**src/include/scadc_params.svh**
```systemverilog
// Purpose: timing counts and reset values shared by both ends of the serial readout link
// Assumes: system clock of 40 MHz on both ends
// Notes: times are in ns; cycle counts are derived from them
`ifndef SCADC_PARAMS_SVH
`define SCADC_PARAMS_SVH

`define SCADC_CLK_MHZ 40
// longest wait from conversion start until the lead header zero is on the data line
`define SCADC_MSB_READY_NS 200
`define SCADC_MSB_READY_CYC ((`SCADC_MSB_READY_NS * `SCADC_CLK_MHZ + 999) / 1000)
// point in the next conversion by which the burst must be over
`define SCADC_CLK_DEADLINE_NS 150
`define SCADC_CLK_DEADLINE_CYC ((`SCADC_CLK_DEADLINE_NS * `SCADC_CLK_MHZ) / 1000)
// longest high time of the start pulse; a longest time rounds down
// a two-cycle pulse is the shortest that survives the receiver's three-flop filter
`define SCADC_START_HIGH_MAX_NS 50
`define SCADC_START_HIGH_CYC ((`SCADC_START_HIGH_MAX_NS * `SCADC_CLK_MHZ) / 1000)
// largest spacing between conversions that keeps results valid
`define SCADC_CONV_PERIOD_NS 10000
`define SCADC_CONV_PERIOD_CYC ((`SCADC_CONV_PERIOD_NS * `SCADC_CLK_MHZ) / 1000)
// extra host wait covering the device's input synchroniser
// two more than the three-stage sync depth, so the first sample cannot see the previous low bit
`define SCADC_SYNC_MARGIN_CYC 5
// link clock half period in system cycles, and the three sampling phases
`define SCADC_HALF_CYC 3
`define SCADC_PERIOD_CYC 6
`define SCADC_PHASE_STEP_CYC 2
// pulses per burst, header width, result width, samples taken per phase
`define SCADC_PULSES 18
`define SCADC_HDR_BITS 2
`define SCADC_WORD_BITS 16
`define SCADC_SAMPLES 24
// reset level of the data line and the idle level of the link clock
`define SCADC_DATA_RST 1'h0
`define SCADC_CLK_IDLE 1'h1

`endif

```
**src/include/scadc_pkg.sv**
```systemverilog
// Purpose: shared types of the serial readout link
// Assumes: scadc_params.svh for the numbers
// Notes: no constants live here
`default_nettype none
package scadc_pkg;
  typedef logic [15:0] scadc_word_type;
  typedef enum {SCADC_H_IDLE, SCADC_H_START, SCADC_H_WAIT, SCADC_H_BURST, SCADC_H_TAIL,
                SCADC_H_DONE} scadc_host_state_type;
  typedef enum {SCADC_D_IDLE, SCADC_D_CONVERT} scadc_conv_state_type;
endpackage : scadc_pkg
`default_nettype wire

```
**src/include/scadc_link_if.sv**
```systemverilog
// Purpose: the three wires between one converter and its host
// Assumes: both ends run their own 40 MHz clock
// Notes: a shared burst clock to several converters is one link_clk fanned out
`default_nettype none
interface scadc_link_if;
  logic conv_start; // conversion start, rising edge starts a conversion
  logic link_clk;   // host burst clock, idle high
  logic data;       // serial data from the converter
  modport device (input conv_start, input link_clk, output data);
  modport host (output conv_start, output link_clk, input data);
endinterface : scadc_link_if
`default_nettype wire

```
**src/scadc_host.sv**
```systemverilog
// Purpose: host end: starts conversions, bursts the link clock, aligns capture phase
// Assumes: one instance per converter data line
// Notes: the link clock is divided from the host clock
`include "scadc_params.svh"
`default_nettype none
module scadc_host (
  input wire logic clock_i,
  input wire logic rst_n_i,
  input wire logic ce_i,
  input wire logic start_i,
  output logic ready_o,
  output logic [15:0] result_o,
  output logic valid_o,
  output logic error_o,
  output logic [1:0] phase_o,
  scadc_link_if.host link
);

  // finds the header one in a phase's samples; bit 16 set when header is whole
  function automatic logic [16:0] scadc_decode(input logic [23:0] s);
    logic [16:0] r;
    logic found;
    r = 17'h00000;
    found = 1'h0;
    for (int i = 23; i >= 17; i--) begin
      if (!found && s[i]) begin
        found = 1'h1;
        r[16] = ~s[i - 1];
        for (int j = 0; j < 16; j++) begin
          r[15 - j] = s[i - 2 - j];
        end
      end
    end
    return r;
  endfunction

  scadc_pkg::scadc_host_state_type state_reg, state_next;
  logic [15:0] cnt_reg, cnt_next;
  logic [2:0] div_reg, div_next;
  logic [4:0] per_reg, per_next;
  logic lclk_reg, lclk_next;
  logic cnv_reg, cnv_next;
  logic [2:0] din_sync_reg;
  logic din_lvl_reg, din_lvl_next;
  logic [23:0] cap_reg [3], cap_next [3];
  logic [15:0] gap_reg, gap_next;
  logic first_reg, first_next;
  logic spoil_reg, spoil_next;
  logic [15:0] res_reg, res_next;
  logic valid_reg, valid_next;
  logic err_reg, err_next;
  logic [1:0] ph_reg, ph_next;
  logic sampling;
  logic [16:0] dec [3];

  // data pin synchroniser, change taken once stages two and three agree
  always_comb begin
    din_lvl_next = (din_sync_reg[1] == din_sync_reg[2]) ? din_sync_reg[2] : din_lvl_reg;
  end

  always_ff @(posedge clock_i or negedge rst_n_i) begin
    if (!rst_n_i) begin
      din_sync_reg <= 3'h0;
      din_lvl_reg <= 1'h0;
    end else if (ce_i) begin
      din_sync_reg <= {din_sync_reg[1:0], link.data};
      din_lvl_reg <= din_lvl_next;
    end
  end

  assign sampling = (state_reg == scadc_pkg::SCADC_H_BURST) ||
                    (state_reg == scadc_pkg::SCADC_H_TAIL);

  // three decoders, one per sampling phase
  genvar g;
  generate
    for (g = 0; g < 3; g++) begin : g_phase
      assign dec[g] = scadc_decode(cap_reg[g]);
    end
  endgenerate

  // sequencer, clock divider and phase capture
  always_comb begin
    state_next = state_reg;
    cnt_next = cnt_reg;
    div_next = div_reg;
    per_next = per_reg;
    lclk_next = `SCADC_CLK_IDLE;
    cnv_next = 1'h0;
    cap_next = cap_reg;
    first_next = first_reg;
    spoil_next = spoil_reg;
    res_next = res_reg;
    valid_next = 1'h0;
    err_next = err_reg;
    ph_next = ph_reg;
    gap_next = (gap_reg == 16'(`SCADC_CONV_PERIOD_CYC)) ? gap_reg : gap_reg + 16'h0001;
    if (sampling) begin
      div_next = (div_reg == 3'(`SCADC_PERIOD_CYC - 1)) ? 3'h0 : div_reg + 3'h1;
      // phases two cycles apart in a six-cycle period
      for (int p = 0; p < 3; p++) begin
        if (div_reg == 3'(p * `SCADC_PHASE_STEP_CYC)) begin
          cap_next[p] = {cap_reg[p][22:0], din_lvl_reg};
        end
      end
    end
    case (state_reg)
      scadc_pkg::SCADC_H_IDLE: begin
        if (start_i) begin
          state_next = scadc_pkg::SCADC_H_START;
          cnt_next = 16'h0000;
          cnv_next = 1'h1;
          // a long gap spoils the coming result
          spoil_next = (gap_reg == 16'(`SCADC_CONV_PERIOD_CYC));
          gap_next = 16'h0000;
        end
      end
      scadc_pkg::SCADC_H_START: begin
        cnt_next = cnt_reg + 16'h0001;
        // start pulse held no longer than the high maximum
        cnv_next = (cnt_reg + 16'h0001) < 16'(`SCADC_START_HIGH_CYC);
        if (!cnv_next) begin
          state_next = scadc_pkg::SCADC_H_WAIT;
        end
      end
      scadc_pkg::SCADC_H_WAIT: begin
        cnt_next = cnt_reg + 16'h0001;
        // burst only once msb ready time has passed
        if (cnt_reg == 16'(`SCADC_MSB_READY_CYC + `SCADC_SYNC_MARGIN_CYC)) begin
          state_next = scadc_pkg::SCADC_H_BURST;
          div_next = 3'h0;
          per_next = 5'h00;
          for (int p = 0; p < 3; p++) begin
            cap_next[p] = 24'h000000;
          end
        end
      end
      scadc_pkg::SCADC_H_BURST: begin
        // low in cycles one to three of a period, so the last period ends high
        lclk_next = (div_next == 3'h0) || (div_next > 3'(`SCADC_HALF_CYC));
        if (div_reg == 3'(`SCADC_PERIOD_CYC - 1)) begin
          per_next = per_reg + 5'h01;
          if (per_reg == 5'(`SCADC_PULSES - 1)) begin
            state_next = scadc_pkg::SCADC_H_TAIL;
          end
        end
      end
      scadc_pkg::SCADC_H_TAIL: begin
        if (div_reg == 3'(`SCADC_PERIOD_CYC - 1)) begin
          per_next = per_reg + 5'h01;
          if (per_reg == 5'(`SCADC_SAMPLES - 1)) begin
            state_next = scadc_pkg::SCADC_H_DONE;
          end
        end
      end
      scadc_pkg::SCADC_H_DONE: begin
        // take the first phase whose header decodes cleanly
        err_next = 1'h1;
        for (int p = 2; p >= 0; p--) begin
          if (dec[p][16]) begin
            res_next = dec[p][15:0];
            ph_next = 2'(p);
            err_next = 1'h0;
          end
        end
        // discard the first result and spoiled ones
        valid_next = first_reg && !spoil_reg && !err_next;
        first_next = 1'h1;
        state_next = scadc_pkg::SCADC_H_IDLE;
      end
      default: begin
        state_next = scadc_pkg::SCADC_H_IDLE;
      end
    endcase
  end

  always_ff @(posedge clock_i or negedge rst_n_i) begin
    if (!rst_n_i) begin
      state_reg <= scadc_pkg::SCADC_H_IDLE;
      cnt_reg <= 16'h0000;
      div_reg <= 3'h0;
      per_reg <= 5'h00;
      lclk_reg <= `SCADC_CLK_IDLE;
      cnv_reg <= 1'h0;
      cap_reg <= '{default: 24'h000000};
      gap_reg <= 16'(`SCADC_CONV_PERIOD_CYC);
      first_reg <= 1'h0;
      spoil_reg <= 1'h0;
      res_reg <= 16'h0000;
      valid_reg <= 1'h0;
      err_reg <= 1'h0;
      ph_reg <= 2'h0;
    end else if (ce_i) begin
      state_reg <= state_next;
      cnt_reg <= cnt_next;
      div_reg <= div_next;
      per_reg <= per_next;
      lclk_reg <= lclk_next;
      cnv_reg <= cnv_next;
      cap_reg <= cap_next;
      gap_reg <= gap_next;
      first_reg <= first_next;
      spoil_reg <= spoil_next;
      res_reg <= res_next;
      valid_reg <= valid_next;
      err_reg <= err_next;
      ph_reg <= ph_next;
    end
  end

  // ready is registered so a request in idle is taken on the next edge
  logic ready_reg;
  always_ff @(posedge clock_i or negedge rst_n_i) begin
    if (!rst_n_i) begin
      ready_reg <= 1'h0;
    end else if (ce_i) begin
      ready_reg <= (state_next == scadc_pkg::SCADC_H_IDLE);
    end
  end

  assign link.conv_start = cnv_reg;
  assign link.link_clk = lclk_reg;
  assign ready_o = ready_reg;
  assign result_o = res_reg;
  assign valid_o = valid_reg;
  assign error_o = err_reg;
  assign phase_o = ph_reg;

endmodule : scadc_host
`default_nettype wire

```
**src/flat_wrapper.sv**
```systemverilog
// flat-port wrapper written by rule: the top's interface ports become plain ports
module scadc_host_flat 
  (clock_i, rst_n_i, ce_i, start_i, ready_o, result_o, valid_o, error_o, phase_o, link_conv_start, link_link_clk, link_data);
  scadc_link_if link_i ();
  input wire logic clock_i;
  input wire logic rst_n_i;
  input wire logic ce_i;
  input wire logic start_i;
  output logic ready_o;
  output logic [15:0] result_o;
  output logic valid_o;
  output logic error_o;
  output logic [1:0] phase_o;
  output wire logic [$bits(link_i.conv_start)-1:0] link_conv_start;
  output wire logic [$bits(link_i.link_clk)-1:0] link_link_clk;
  input wire logic [$bits(link_i.data)-1:0] link_data;
  assign link_conv_start = link_i.conv_start;
  assign link_link_clk = link_i.link_clk;
  assign link_i.data = link_data;
  scadc_host u_core (.clock_i(clock_i), .rst_n_i(rst_n_i), .ce_i(ce_i), .start_i(start_i), .ready_o(ready_o), .result_o(result_o), .valid_o(valid_o), .error_o(error_o), .phase_o(phase_o), .link(link_i));
endmodule
```
**config.mk**
```make
export PLATFORM = sky130hd
export DESIGN_NAME = scadc_host_flat
export DESIGN_NICKNAME = d
export VERILOG_FILES = /design/src/include/scadc_pkg.sv /design/src/include/scadc_link_if.sv /design/src/scadc_host.sv /design/src/flat_wrapper.sv
export VERILOG_INCLUDE_DIRS = /design/src /design/src/include
export SDC_FILE = /design/constraint.sdc
export NUM_CORES = 1
export LEC_CHECK = 0
export ABC_AREA = 1
export BUFFER_PORTS_ARGS = -buffer_cell sky130_fd_sc_hd__buf_2
export CAP_MARGIN = 25
export CORE_MARGIN = 10
export CORE_UTILIZATION = 45
export DETAILED_ROUTE_END_ITERATION = 6
export GPL_TIMING_DRIVEN = 0
export HOLD_SLACK_MARGIN = 0.15
export PLACE_DENSITY_LB_ADDON = 0.2
export SKIP_LAST_GASP = 1
export SLEW_MARGIN = 20
export SYNTH_ARGS = -nofsm -noshare
export SYNTH_HDL_FRONTEND = slang
export SYNTH_SLANG_ARGS = --single-unit
```
**constraint.sdc**
```tcl
create_clock -name clock_i -period 2.4 [get_ports clock_i]
set_input_delay 0.36 -clock clock_i [delete_from_list [all_inputs] [get_ports clock_i]]
set_output_delay 0.36 -clock clock_i [all_outputs]
set_load 0.005 [all_outputs]
```
After elaboration in Yosys (flattened, before gate mapping)

Index checks and enable logic that the tools add are counted.

Logic and storage cells: 200
Output and inout port bits: 23
Bits of input ports: 5
Register bits: 173

$lt $le $gt $ge: 2
Bitwise operators: 21
Muxes and demuxes: 79
Add/sub/neg operators: 4
Reductions and logical operators: 57
Equal/unequal tests: 18

Operators with widths:

| cell                    | count |
|---|---|
| $mux W17                | 21 |
| $mux W32                | 7 |
| $mux W72                | 3 |
| $pmux W32 S5            | 1 |
| $mux W16                | 7 |
| $eq A32 B3 Y1 const B   | 3 |
| $mux W24                | 3 |
| $eq A32 B2 Y1 const B   | 2 |
| $logic_not A32 Y1       | 2 |
| $add A16 B1 Y16 const B | 2 |
| $eq A32 B1 Y1 const B   | 1 |
| $eq A32 B4 Y1 const B   | 1 |
| $pmux W16 S2            | 1 |
| $mux W1                 | 25 |
| $not A1 Y1              | 21 |
| $logic_and A1 B1 Y1     | 20 |
| $logic_not A1 Y1        | 20 |
| $eq A16 B4 Y1 const B   | 1 |
| $eq A16 B9 Y1 const B   | 1 |
| $lt A16 B2 Y1 const B   | 1 |
| $mux W3                 | 4 |
| $eq A5 B5 Y1 const B    | 2 |
| $mux W5                 | 2 |
| $pmux W5 S2             | 1 |
| other kinds (18)        | 29 |

Logic depth before layout (Yosys ltp)

Gate-level depths: netlist of the first run.

Depth in word-level cells: 26
Mapped depth: 15
Depth with buffers taken out: 15

Worst setup path before layout of the first run

Ideal clock, no wire load.

Path type: register -> register
Start: register u_core.cnt_reg[0]
End: register u_core.state_reg[1]
Setup slack: 0.565 ns
Clock period less this slack: 1.835 ns
Setup time: 0.120 ns
Path buffers: 0
Stages on the path, launching flop included: 15
Arrival: 1.715 ns
Cells stage by stage: dfrtp_1 ha_1 nand3_1 nor2_2 nand2_1 nand2_1 nand2_1 nor2_1 nand2_1 nor2_1 nand2_1 nand2_1 nand2_1 o21ai_0 inv_1

Cells in the longest elaborated chain, start to end: 4
Elaborated cells on any way between the ends: 6

Ends and longest elaborated chain:

| what                   | line              | source |
|---|---|---|
| start, declared        | scadc_host.sv:38  | `logic [15:0] cnt_reg, cnt_next;` |
| start signal, assigned | scadc_host.sv:195 | `cnt_reg <= cnt_next;` |
| $add A16 B1 Y16        | scadc_host.sv:121 | `` cnv_next = (cnt_reg + 16'h0001) < 16'(`SCADC_START_HIGH_CYC); `` |
| $lt A16 B2 Y1          | scadc_host.sv:121 |  |
| $mux W32               | scadc_host.sv:122 | `if (!cnv_next) begin` |
| $pmux W32 S5 *         | scadc_host.sv:107 | `case (state_reg)` |
| end signal, assigned   | scadc_host.sv:179 | `state_reg <= scadc_pkg::SCADC_H_IDLE;` |
| end signal, assigned   | scadc_host.sv:194 | `state_reg <= state_next;` |
| end, declared          | scadc_host.sv:37  | `scadc_pkg::scadc_host_state_type state_reg, state_next;` |

Every way passes the cells marked *; elsewhere a longest branch is shown, timed or not.
A chain may end at the register's enable or synchronous reset.

Worst setup path in the final report of the first run

Start: register u_core.cap_reg[46] in the netlist's numbering
End: register u_core.res_reg[4] (netlist: u_core.result_o[4])

Cells in the longest elaborated chain, start to end: 19
Elaborated cells on any way between the ends: 28

Ends and longest elaborated chain:

| what                                                            | line              | source |
|---|---|---|
| start, declared                                                 | scadc_host.sv:45  | `logic [23:0] cap_reg [3], cap_next [3];` |
| start signal, assigned                                          | scadc_host.sv:200 | `cap_reg <= cap_next;` |
| $logic_and A1 B1 Y1                                             | scadc_host.sv:26  | `if (!found && s[i]) begin` |
| $mux W1                                                         | scadc_host.sv:26  |  |
| $logic_not A1 Y1                                                | scadc_host.sv:26  |  |
| $logic_and A1 B1 Y1                                             | scadc_host.sv:26  |  |
| $mux W1                                                         | scadc_host.sv:26  |  |
| $logic_not A1 Y1                                                | scadc_host.sv:26  |  |
| $logic_and A1 B1 Y1                                             | scadc_host.sv:26  |  |
| $mux W1                                                         | scadc_host.sv:26  |  |
| (+3 left out)                                                   | n/a               |  |
| $logic_not A1 Y1                                                | scadc_host.sv:26  |  |
| $logic_and A1 B1 Y1                                             | scadc_host.sv:26  |  |
| $mux W1                                                         | scadc_host.sv:26  |  |
| $logic_not A1 Y1                                                | scadc_host.sv:26  |  |
| $logic_and A1 B1 Y1                                             | scadc_host.sv:26  |  |
| $mux W17 *                                                      | scadc_host.sv:26  |  |
| $reduce_bool A3 Y1 (no source line) or $mux W16 (tied branches) | n/a               |  |
| $reduce_and A3 Y1 (no source line) or $mux W16 (tied branches)  | n/a               |  |
| end signal, assigned                                            | scadc_host.sv:204 | `res_reg <= res_next;` |
| end, declared                                                   | scadc_host.sv:49  | `logic [15:0] res_reg, res_next;` |

Marked as above.

==> metrics.txt, run 1 <==
routability cong.=0.9362; antenna violations before repair=0; Starting DRT DRC Count=1,148; first-pass GRT wire length=52.90 mm; routed wire length=32.76 mm; max reg flops=72; CTS buffer count=17; final hold viol count=0; Lkg Pwr=6.074 nW; status=complete, no violations; Least-Margin Pin Slew=888.5 ps; initial core utilization=45.88%; most frequent cell after synthesis=nand2_1; GRT busiest layer=met2; Final Power=14.79 mW; synthesized area=11,190 µm²; Final ANT Viol Nets=0; ANT cells=0; via count=11,520; Slew HR=40.31%; First-pass DRT Iterations=6; Final #Nets=1,742; Clk Tree Root Cell=clkbuf_16; HPWL after DPL=23.31 mm; Final Critical Period=2295 ps; FF+latch count, synth=173; Critical Path End Type=flop; # setup viols final=0; maximum clock path buffer count=2; Area contributors post-synth=dfrtp_1 38%, nand2_1 16%, nand3_1 7.8%; Wirelength per Cell=15.84 µm; Post-synth top cells=477 x nand2_1, 174 x nand3_1, 173 x inv_1; M3 GR Usage=3.464%; EDFF count, synth=0; Synth top area share=37.79%; area leader, netlist=dfrtp_1; Final Util=52.44%; yosys warns=0; gr usage total=20.41%; vias in the first global route=10,380; Buffers on Ports=27; grt met2 use=32.18%; Die ar.=31,570 µm²; Clock Latency Late Sink=460 ps; CORE AREA=24,390 µm²; startpoint types=flop; Worst Skew=24.99 ps; fmax=0.4358 GHz; RSZ-0062 raised after global routing=yes; asr flop ratio synth=100.0%; Worst Setup Path Type=flop to flop; DRC Markers=0; Max VDD drop=0.0005576 V; row count=57; synthesis-to-finish area growth=14.30%; Reg clk slew, reported paths=80 ps; Vias/cell=5.571; hold crit path type=input pin to flop; I/O pin total=28; Setup WS pre-CTS=-108.4 ps; Slew Limit Fails=0; clk sinks=173; share of layout cells above drive strength 1=10.84%; maximum fanout along the worst path=10; Mean Syn Cell Area=6.724 µm²; Synth Flop Type=dfrtp_1; CP Data Arrival Time=2670 ps; slack of the critical path=105.4 ps; chip width=177.7 µm; Die H=177.7 µm; Syn Inst Count=1,664; CTS H-Tree Depth=4; pwr/cell area=1156 nW/µm²; max-cap violations=0; Unique masters post-synth=42; total gr overflow=0; sequential-to-total area share from yosys stat=38.73%; largest net degree at the start of global routing=89; CTS tree=built; syn nets=1,675; Worst Path Required=2780 ps; met1 GRT Util=27.85%; Tcrit/Tclk final=95.61%
[through the flow]
step | hold slack [ps] | instance area (µm²) | instances | TNS (ps)
2_1_floorplan | 64.41 | 11190 | 1664 | 0
3_3_place_gp | 449.5 | 11730 | 2015 | -326890
3_5_place_dp | 432.8 | 11770 | 2016 | -2280
4_1_cts | 301.9 | 12440 | 2050 | 0
5_1_grt | 343.6 | 12790 | 2068 | -123.5
6_report | 317.8 | 12790 | 2068 | 0
[layout by cell type (no fill, tap or decap), drive strengths merged, types with 4 or more instances in the layout]
master   Yosys  final
a21oi      132    132
buf         36     79
clkbuf      34     52
clkinv       4      8
dfrtp      169    169
dfstp        4      4
ha           6      6
inv        179    187
nand2      479    480
nand3      178    178
nand4       31     31
nor2       161    162
nor3        22     22
nor4         6      6
o211ai       7      7
o21ai      138    138
o22ai       45     45
o2bb2ai     10     10
or2          4      4
xor2         8      8
[routing by layer]
layer / vias to the layer above / routed length, µm
met3: 53 / 1863
met5: - / 0
met4: 0 / 810
li1: 5641 / -
met1: 5448 / 14840
met2: 378 / 15240
[report_power, final]
| group | switching, mW | internal (mW) |
|---|---|---|
| logic | 4.74 | 2.27 |
| registers | 1.04 | 3.74 |
| clock network | 1.53 | 1.47 |
[layout make-up]
type | count | area [µm²]
buffer | 69 | 354.1
fill | 2434 | 11600
clock buffer | 17 | 425.4
timing repair buffer | 47 | 332.8
multi-input combinational | 1240 | 6010
clock inverter | 15 | 221.5
tap | 324 | 405.4
inverter | 183 | 705.7
sequential | 173 | 4335
[final timing paths]
kind,start,to,slack [ps],cells past startpoint
setup / recovery,u_core.cap_reg[46],u_core.result_o[4],110,10
hold / removal,ce_i,u_core.gap_reg[3],320,4
setup reg to reg,u_core.cap_reg[46],u_core.result_o[4],110,10
hold reg to reg,u_core.result_o[7],u_core.result_o[7],480,2
max in group asynchronous,rst_n_i,u_core.cap_reg[46],950,3
min in group asynchronous,rst_n_i,u_core.cap_reg[15],500,2
[logic make-up (layout without fill, tap and decap cells)]
group	after synthesis	in the layout	synth area share (%)
multiplexers	1	1	0.08946
AO/OA/AOI/OAI	340	340	16.53
buffers and inverters	253	331	9.180
adder cells (fa/ha/maj)	6	6	0.6709
AND/OR/NAND/NOR	883	885	34.17
flip-flops	173	173	38.73
XOR/XNOR	8	8	0.6262
[timing repair]
item,4_1_cts,5_1_grt
gates resized for setup,3,63
hold buffers,2,0
endpoints found under the hold margin,85,0
cloned,0,2
pin swaps,0,13
buffers inserted,0,17
endpoints found under the setup margin,34,119
[critical path, stage by stage, from the launching register on]
cell     delay (ps)
dfrtp_2         480
nor3_1          740
buf_2           350
a21oi_1         100
nand2_1          70
a21oi_1          40
nand3_1         100
nand3_1         120
nand3_1         100
nand2_1          70
nand2_1          50
Note: power is estimated with default switching activity, not from simulation.
==> run 2: changes to the inputs <==
- ABC_AREA: 1 -> default
- CELL_PAD_IN_SITES_DETAIL_PLACEMENT: default -> 2
- CELL_PAD_IN_SITES_GLOBAL_PLACEMENT: default -> 2
- CORE_UTILIZATION: 45 -> 40
==> run 2 against run 1 <==
Net effect:
- the flow now finishes with violations (setup timing)
- area after synthesis is 2.8% lower
- synthesized cell count decreased by 26%
- global-route usage is 6.5 points higher
- sequential cell count stayed put
- register-to-register slack lost 440 ps
- via count is 4.8% lower
- routed wire length increased by 41%
- die area rose by 8.3%
- maximum frequency decreased by 16%
- worst setup slack got worse by 440 ps
- non-clock buffer count rose by 97
==> metrics.txt, run 2 <==
status=finished, violations left; violated checks=setup timing; sequential-to-total area share from yosys stat=39.84% (+1.1 points); Syn Inst Count=1,238 (-26%); Worst Skew=20.42 ps (-4.571 ps); total gr overflow=0 (unchanged); Critical Path End Type=flop; vias in the first global route=11,890 (+14%); R2R cell count=8 (-2); Buffers on Ports=27 (unchanged); I/O pin total=28 (unchanged); Least-Margin Pin Slew=902.2 ps (+13.67 ps); most frequent cell after synthesis=dfrtp_1; Synth Flop Type=dfrtp_1; row count=60 (+5.3%); Die H=184.9 µm (+4.1%); RSZ-0062 raised after global routing=yes; slack of the critical path=-339.3 ps (-444.6 ps); r2r startpoint=u_core.state_reg[15]; Vias/cell=6.545 (+17%); Worst Path Required=2730 ps (-50 ps); Placed Cells=1,610 (-20%); Max VDD drop=0.0005080 V (-8.9%); Slew HR=39.86% (-0.46 points); First-pass DRT Iterations=7 (+1); FF+latch count, synth=173 (unchanged); fill count=2,849 (+17%); first-pass GRT wire length=71.99 mm (+36%); chip width=184.9 µm (+4.1%); Post-synth top cells=169 x dfrtp_1, 108 x clkbuf_1, 86 x a22o_1; via count=10,970 (-4.8%); Seq pwr share=40.4% (+8.1 points); commonest non-fill, non-tap cells in the layout=159 x dfrtp_1, 86 x a22o_1, 74 x nand2_1, 73 x nor2_1, 70 x a21oi_1; # setup viols final=108 (+108); maximum fanout along the worst path=7 (-3); Mean Syn Cell Area=8.788 µm² (+31%); synthesis-to-finish area growth=22.61%; Worst Setup Path Type=flop to flop; maximum clock path buffer count=2 (unchanged); hold crit path type=input pin to asynchronous set/reset pin; Starting DRT DRC Count=820 (-29%); max-cap violations=0 (unchanged); area leader, netlist=dfrtp_1; sw frac=36.16% (-13 points); Switching Power=3.101 mW (-58%); routed wire length=46.17 mm (+41%); HPWL after DPL=28.07 mm (+20%); Final #Nets=1,333 (-23%); Hold Worst Slack=397.6 ps (+79.76 ps); largest net degree at the start of global routing=70 (-21%); Clock Power Share=36.5% (+16 points); fmax=0.3651 GHz (-16%); Wirelength per Cell=27.55 µm (+74%); reg2reg setup slack=-340 ps (-440 ps); CTS buffer count=17 (unchanged); syn nets=1,249 (-25%); gr usage total=26.87% (+6.5 points); initial core utilization=40.48% (-5.4 points); Slew Limit Fails=0 (unchanged); clk sinks=173 (unchanged); DRC Markers=0 (unchanged); Area contributors post-synth=dfrtp_1 39%, a22o_1 6.9%, clkbuf_1 3.7%; CTS tree=built; Clk Tree Root Cell=clkbuf_16; Final ANT Viol Nets=0 (unchanged); Final Power=8.575 mW (-42%); max reg flops=72 (unchanged); share of layout cells above drive strength 1=20.37% (+9.5 points); ANT cells=0 (unchanged); startpoint types=flop; Int Pwr=5.474 mW (-27%); reg2reg end=u_core.cap_reg[37]; asr flop ratio synth=100.0% (unchanged); Comb power frac=23.1% (-24 points); most common cell after layout, fill and taps aside=dfrtp_1; Die ar.=34,200 µm² (+8.3%); EDFF count, synth=0 (unchanged); Unique masters post-synth=73 (+74%); final std cells w/o fill=1,676 (-19%); CP Data Arrival Time=3070 ps (+400 ps); Final Critical Period=2739 ps (+444.6 ps); antenna violations before repair=0 (unchanged); yosys warns=0 (unchanged); Tcrit/Tclk final=114.1% (+19 points); Lkg Pwr=5.516 nW (-9.2%); synthesized area=10,880 µm² (-2.8%); routability cong.=0.8720 (-6.9%); CORE AREA=26,880 µm² (+10%); pwr/cell area=642.9 nW/µm² (-44%); CTS H-Tree Depth=4 (unchanged); Synth top area share=38.87% (+1.1 points); final hold viol count=0 (unchanged); Reg clk slew, reported paths=90 ps (about the same); Clock Latency Late Sink=470 ps (about the same)
## run 2: changes by cell type after synthesis, moves of 23 or more
cell | before | now
o21ai_0 | 125 | 67
a22o_1 | 0 | 86
inv_1 | 173 | 28
a21oi_1 | 132 | 70
nand3_1 | 174 | 19
a221oi_1 | 0 | 27
o22ai_1 | 45 | 7
nand2_1 | 477 | 75
a22oi_1 | 0 | 52
nor2b_1 | 0 | 56
buf_1 | 3 | 26
nor2_1 | 148 | 75
clkbuf_1 | 34 | 108
## run 2: cell type report
class / count / area (µm²) / share of cell area (%)
plain buffers: 127 / 678.2 / 5.084
flip-flops and latches: 173 / 4347 / 32.59
well taps: 341 / 426.7 / 3.199
inverters: 28 / 105.1 / 0.7879
repair buffers: 86 / 676.9 / 5.075
clock buffers: 17 / 425.4 / 3.189
clock inverters: 15 / 232.7 / 1.745
multi-input cells: 889 / 6447 / 48.34
## run 2: worst max path at each step
stage | start | slack, ps | end
2_1_floorplan | u_core.cnt_reg[6] | -110 | u_core.cap_reg[67]
3_3_place_gp | rst_n_i | -1900 | u_core.cnt_reg[6]
3_5_place_dp | u_core.state_reg[7] | -1010 | u_core.cap_reg[12]
4_1_cts | u_core.cnt_reg[13] | -380 | u_core.cap_reg[30]
5_1_grt | u_core.cnt_reg[12] | -430 | u_core.cap_reg[53]
6_report | u_core.state_reg[15] | -340 | u_core.cap_reg[37]
## run 2: metrics by stage
stage | cell area [µm²] | utilization (%) | TNS (ps) | worst slack, ps
4_1_cts | 13250 | 49.32 | -25010 | -378.4
3_3_place_gp | 11550 | 42.98 | -411080 | -1900
2_1_floorplan | 10990 | - | -5350 | -109.8
6_report | 13340 | 49.63 | -22820 | -339.3
5_1_grt | 13340 | 49.63 | -35030 | -434.5
3_5_place_dp | 11640 | 43.31 | -100850 | -1007
## run 2: power groups by stage
stage	Combinational, mW	Clock [mW]	Sequential [mW]
after global routing	2.15	3.28	3.50
final	1.98	3.13	3.47
after CTS	1.86	3.14	3.41
after floorplan	1.04	0	3.36
after global placement	1.44	0	3.42
after detailed placement	1.56	0	3.46
## run 2: what timing repair did
action / 4_1_cts / 5_1_grt
resized for setup: 187 / 15
endpoints found under the hold margin: 47 / 0
hold buffers: 2 / 0
pin swaps: 51 / 13
setup endpoints to repair: 139 / 123
buffers inserted: 41 / 7
gates cloned: 6 / 0
## run 2: worst max-delay path: stages, from the launching register on
cell     delay [ps]
dfrtp_1         430
nor4_4          350
and4_4          340
nand4_1         230
buf_4           250
nor4b_2         340
o21ai_4         180
buf_6           220
a22o_1          260
## run 2: per-layer routing
metal	up-vias	track usage, %	share of wire (%)
li1	4838	-	-
met1	5735	32.82	42
met2	282	46.63	51
met3	115	3.625	3.6
met4	0	10.86	3.6
met5	-	0	0
## run 2: logic make-up (layout without fill, tap and decap cells)
family                     count (synthesis)  after routing  synth area share [%]
and+or+nand+nor                          397            397                 19.78
muxes                                     12             12                 1.185
xor gates and xnor gates                  17             17                 1.369
AOI/OAI and AO/OA                        457            457                 30.88
adders and majority gates                  6              6                0.6900
DFF                                      173            173                 39.84
buffers and inverters                    176            273                 6.256
==> run 3: changes to the inputs <==
- RECOVER_POWER: default -> 100
==> run 3 against run 2 <==
Net effect:
- the run still ends with setup timing left
- count of clock-buffer cells in the layout unchanged
- non-clock buffer count unchanged
- clock power about the same
- worst setup slack about the same
- sequential power about the same
- critical path type unchanged
- largest cell class unchanged
- largest power group unchanged
==> metrics.txt, run 3 (synthesized netlist as in run 2, its figures left out) <==
status=finished, violations left; violated checks=setup timing; Final ANT Viol Nets=0 (unchanged); most common cell after layout, fill and taps aside=dfrtp_1; Die H=184.9 µm (unchanged); vias in the first global route=11,890 (unchanged); Wirelength per Cell=27.59 µm (+0.14%); Least-Margin Pin Slew=1418 ps (+515.5 ps); CTS tree=built; Placed Cells=1,610 (unchanged); Critical Path End Type=flop; startpoint types=flop; antenna violations before repair=0 (unchanged); Clock Latency Late Sink=470 ps (about the same); Worst Path Required=2730 ps (about the same); slack of the critical path=-339.1 ps (+0.1460 ps); CORE AREA=26,880 µm² (unchanged); I/O pin total=28 (unchanged); Final #Nets=1,333 (unchanged); Die ar.=34,200 µm² (unchanged); largest net degree at the start of global routing=70 (unchanged); CTS H-Tree Depth=4 (unchanged); Final Power=8.558 mW (-0.20%); routability cong.=0.8720 (unchanged); commonest non-fill, non-tap cells in the layout=159 x dfrtp_1, 86 x a22o_1, 74 x nand2_1, 73 x nor2_1, 72 x clkbuf_1; Post-DP Area=11,640 µm² (unchanged); Lkg Pwr=5.403 nW (-2.0%); fill count=2,869 (+0.70%); max-cap violations=0 (unchanged); final hold viol count=0 (unchanged); synthesis-to-finish area growth=21.81%; HPWL after DPL=28.07 mm (unchanged); row count=60 (unchanged); routed wire length=46.24 mm (+0.14%); Max VDD drop=0.0005090 V (+0.19%); Starting DRT DRC Count=834 (+1.7%); total gr overflow=0 (unchanged); gr usage total=26.87% (unchanged); first-pass GRT wire length=71.99 mm (unchanged); initial core utilization=40.48% (unchanged); share of layout cells above drive strength 1=18.65% (-1.7 points); CTS buffer count=17 (unchanged); Vias/cell=6.535 (-0.16%); Worst Setup Path Type=flop to flop; maximum fanout along the worst path=7 (unchanged); final std cells w/o fill=1,676 (unchanged); Tcrit/Tclk final=114.1% (about the same); Final Critical Period=2739 ps (-0.1460 ps); CP Data Arrival Time=3070 ps (about the same); Hold Worst Slack=410.0 ps (+12.45 ps); Slew Limit Fails=0 (unchanged); via count=10,950 (-0.16%); fmax=0.3651 GHz (about the same); pwr/cell area=645.8 nW/µm² (+0.46%); chip width=184.9 µm (unchanged); # setup viols final=110 (+1.9%); Clk Tree Root Cell=clkbuf_16; Reg clk slew, reported paths=90 ps (about the same); DRC Markers=0 (unchanged); ANT cells=0 (unchanged); cell area after layout=13,250 µm² (-0.66%); Worst Skew=20.45 ps (+0.03120 ps); clk sinks=173 (unchanged); RSZ-0062 raised after global routing=yes; Buffers on Ports=27 (unchanged); max reg flops=72 (unchanged); maximum clock path buffer count=2 (unchanged); hold crit path type=input pin to flop; First-pass DRT Iterations=5 (-2); Slew HR=5.491% (-34 points)
## run 3: area by class of cell
cell class	instances	area, µm²	area share, %
clock buffer	17	425.4	3.210
sequential	173	4347	32.80
inverter	28	105.1	0.7931
multi-input combinational	889	6439	48.59
buffer	127	678.2	5.118
timing repair buffer	86	598.1	4.513
clock inverter	15	232.7	1.756
tap	341	426.7	3.220
## run 3: metal layers
metal / wire length [µm] / up-vias / track usage (%)
li1: - / 4835 / -
met1: 19290 / 5705 / 32.82
met2: 23420 / 299 / 46.63
met3: 1890 / 113 / 3.625
met4: 1638 / 0 / 10.86
met5: 0 / - / 0
## run 3: path summary, 6_finish.rpt
kind / start / to / cells past startpoint / slack, ps
setup / recovery: u_core.state_reg[15] / u_core.cap_reg[37] / 8 / -340
hold / removal: start_i / u_core.gap_reg[15] / 4 / 410
setup reg to reg: u_core.state_reg[15] / u_core.cap_reg[37] / 8 / -340
hold reg to reg: u_core.ready_o / u_core.ready_o / 2 / 490
max in group asynchronous: rst_n_i / u_core.cap_reg[18] / 3 / 150
min in group asynchronous: rst_n_i / u_core.cap_reg[62] / 2 / 740
## run 3: critical path, cell delays in order, from the launching register on
cell and delay [ps]:
dfrtp_1 430, nor4_4 340, and4_4 340, nand4_1 230, buf_4 250, nor4b_2 340, o21ai_4 180, buf_6 220
a22o_1 260
## run 3: metrics by stage
step | setup slack [ps] | TNS [ps] | utilization [%]
floorplan | -109.8 | -5350 | -
detailed placement | -1007 | -100850 | 43.31
global placement | -1900 | -411080 | 42.98
global route | -434.5 | -39870 | 49.31
finish | -339.1 | -23470 | 49.31
CTS | -378.4 | -25010 | 49.32
## run 3: where the power goes
| group | total (mW) | switching (mW) | leakage, nW | internal (mW) |
|---|---|---|---|---|
| Combinational | 1.97 | 1.21 | 2.75 | 0.756 |
| Sequential | 3.46 | 0.311 | 2.34 | 3.15 |
| Clock | 3.12 | 1.57 | 0.315 | 1.55 |
| Total | 8.56 | 3.10 | 5.40 | 5.46 |
## run 3: timing repair
| action | in CTS | in global routing |
|---|---|---|
| endpoints found under the hold margin | 47 | 0 |
| setup endpoints to repair | 139 | 123 |
| gates resized for setup | 187 | 15 |
| cloned | 6 | 0 |
| setup buffers | 41 | 7 |
| pin swaps | 51 | 13 |
| hold buffers | 2 | 0 |
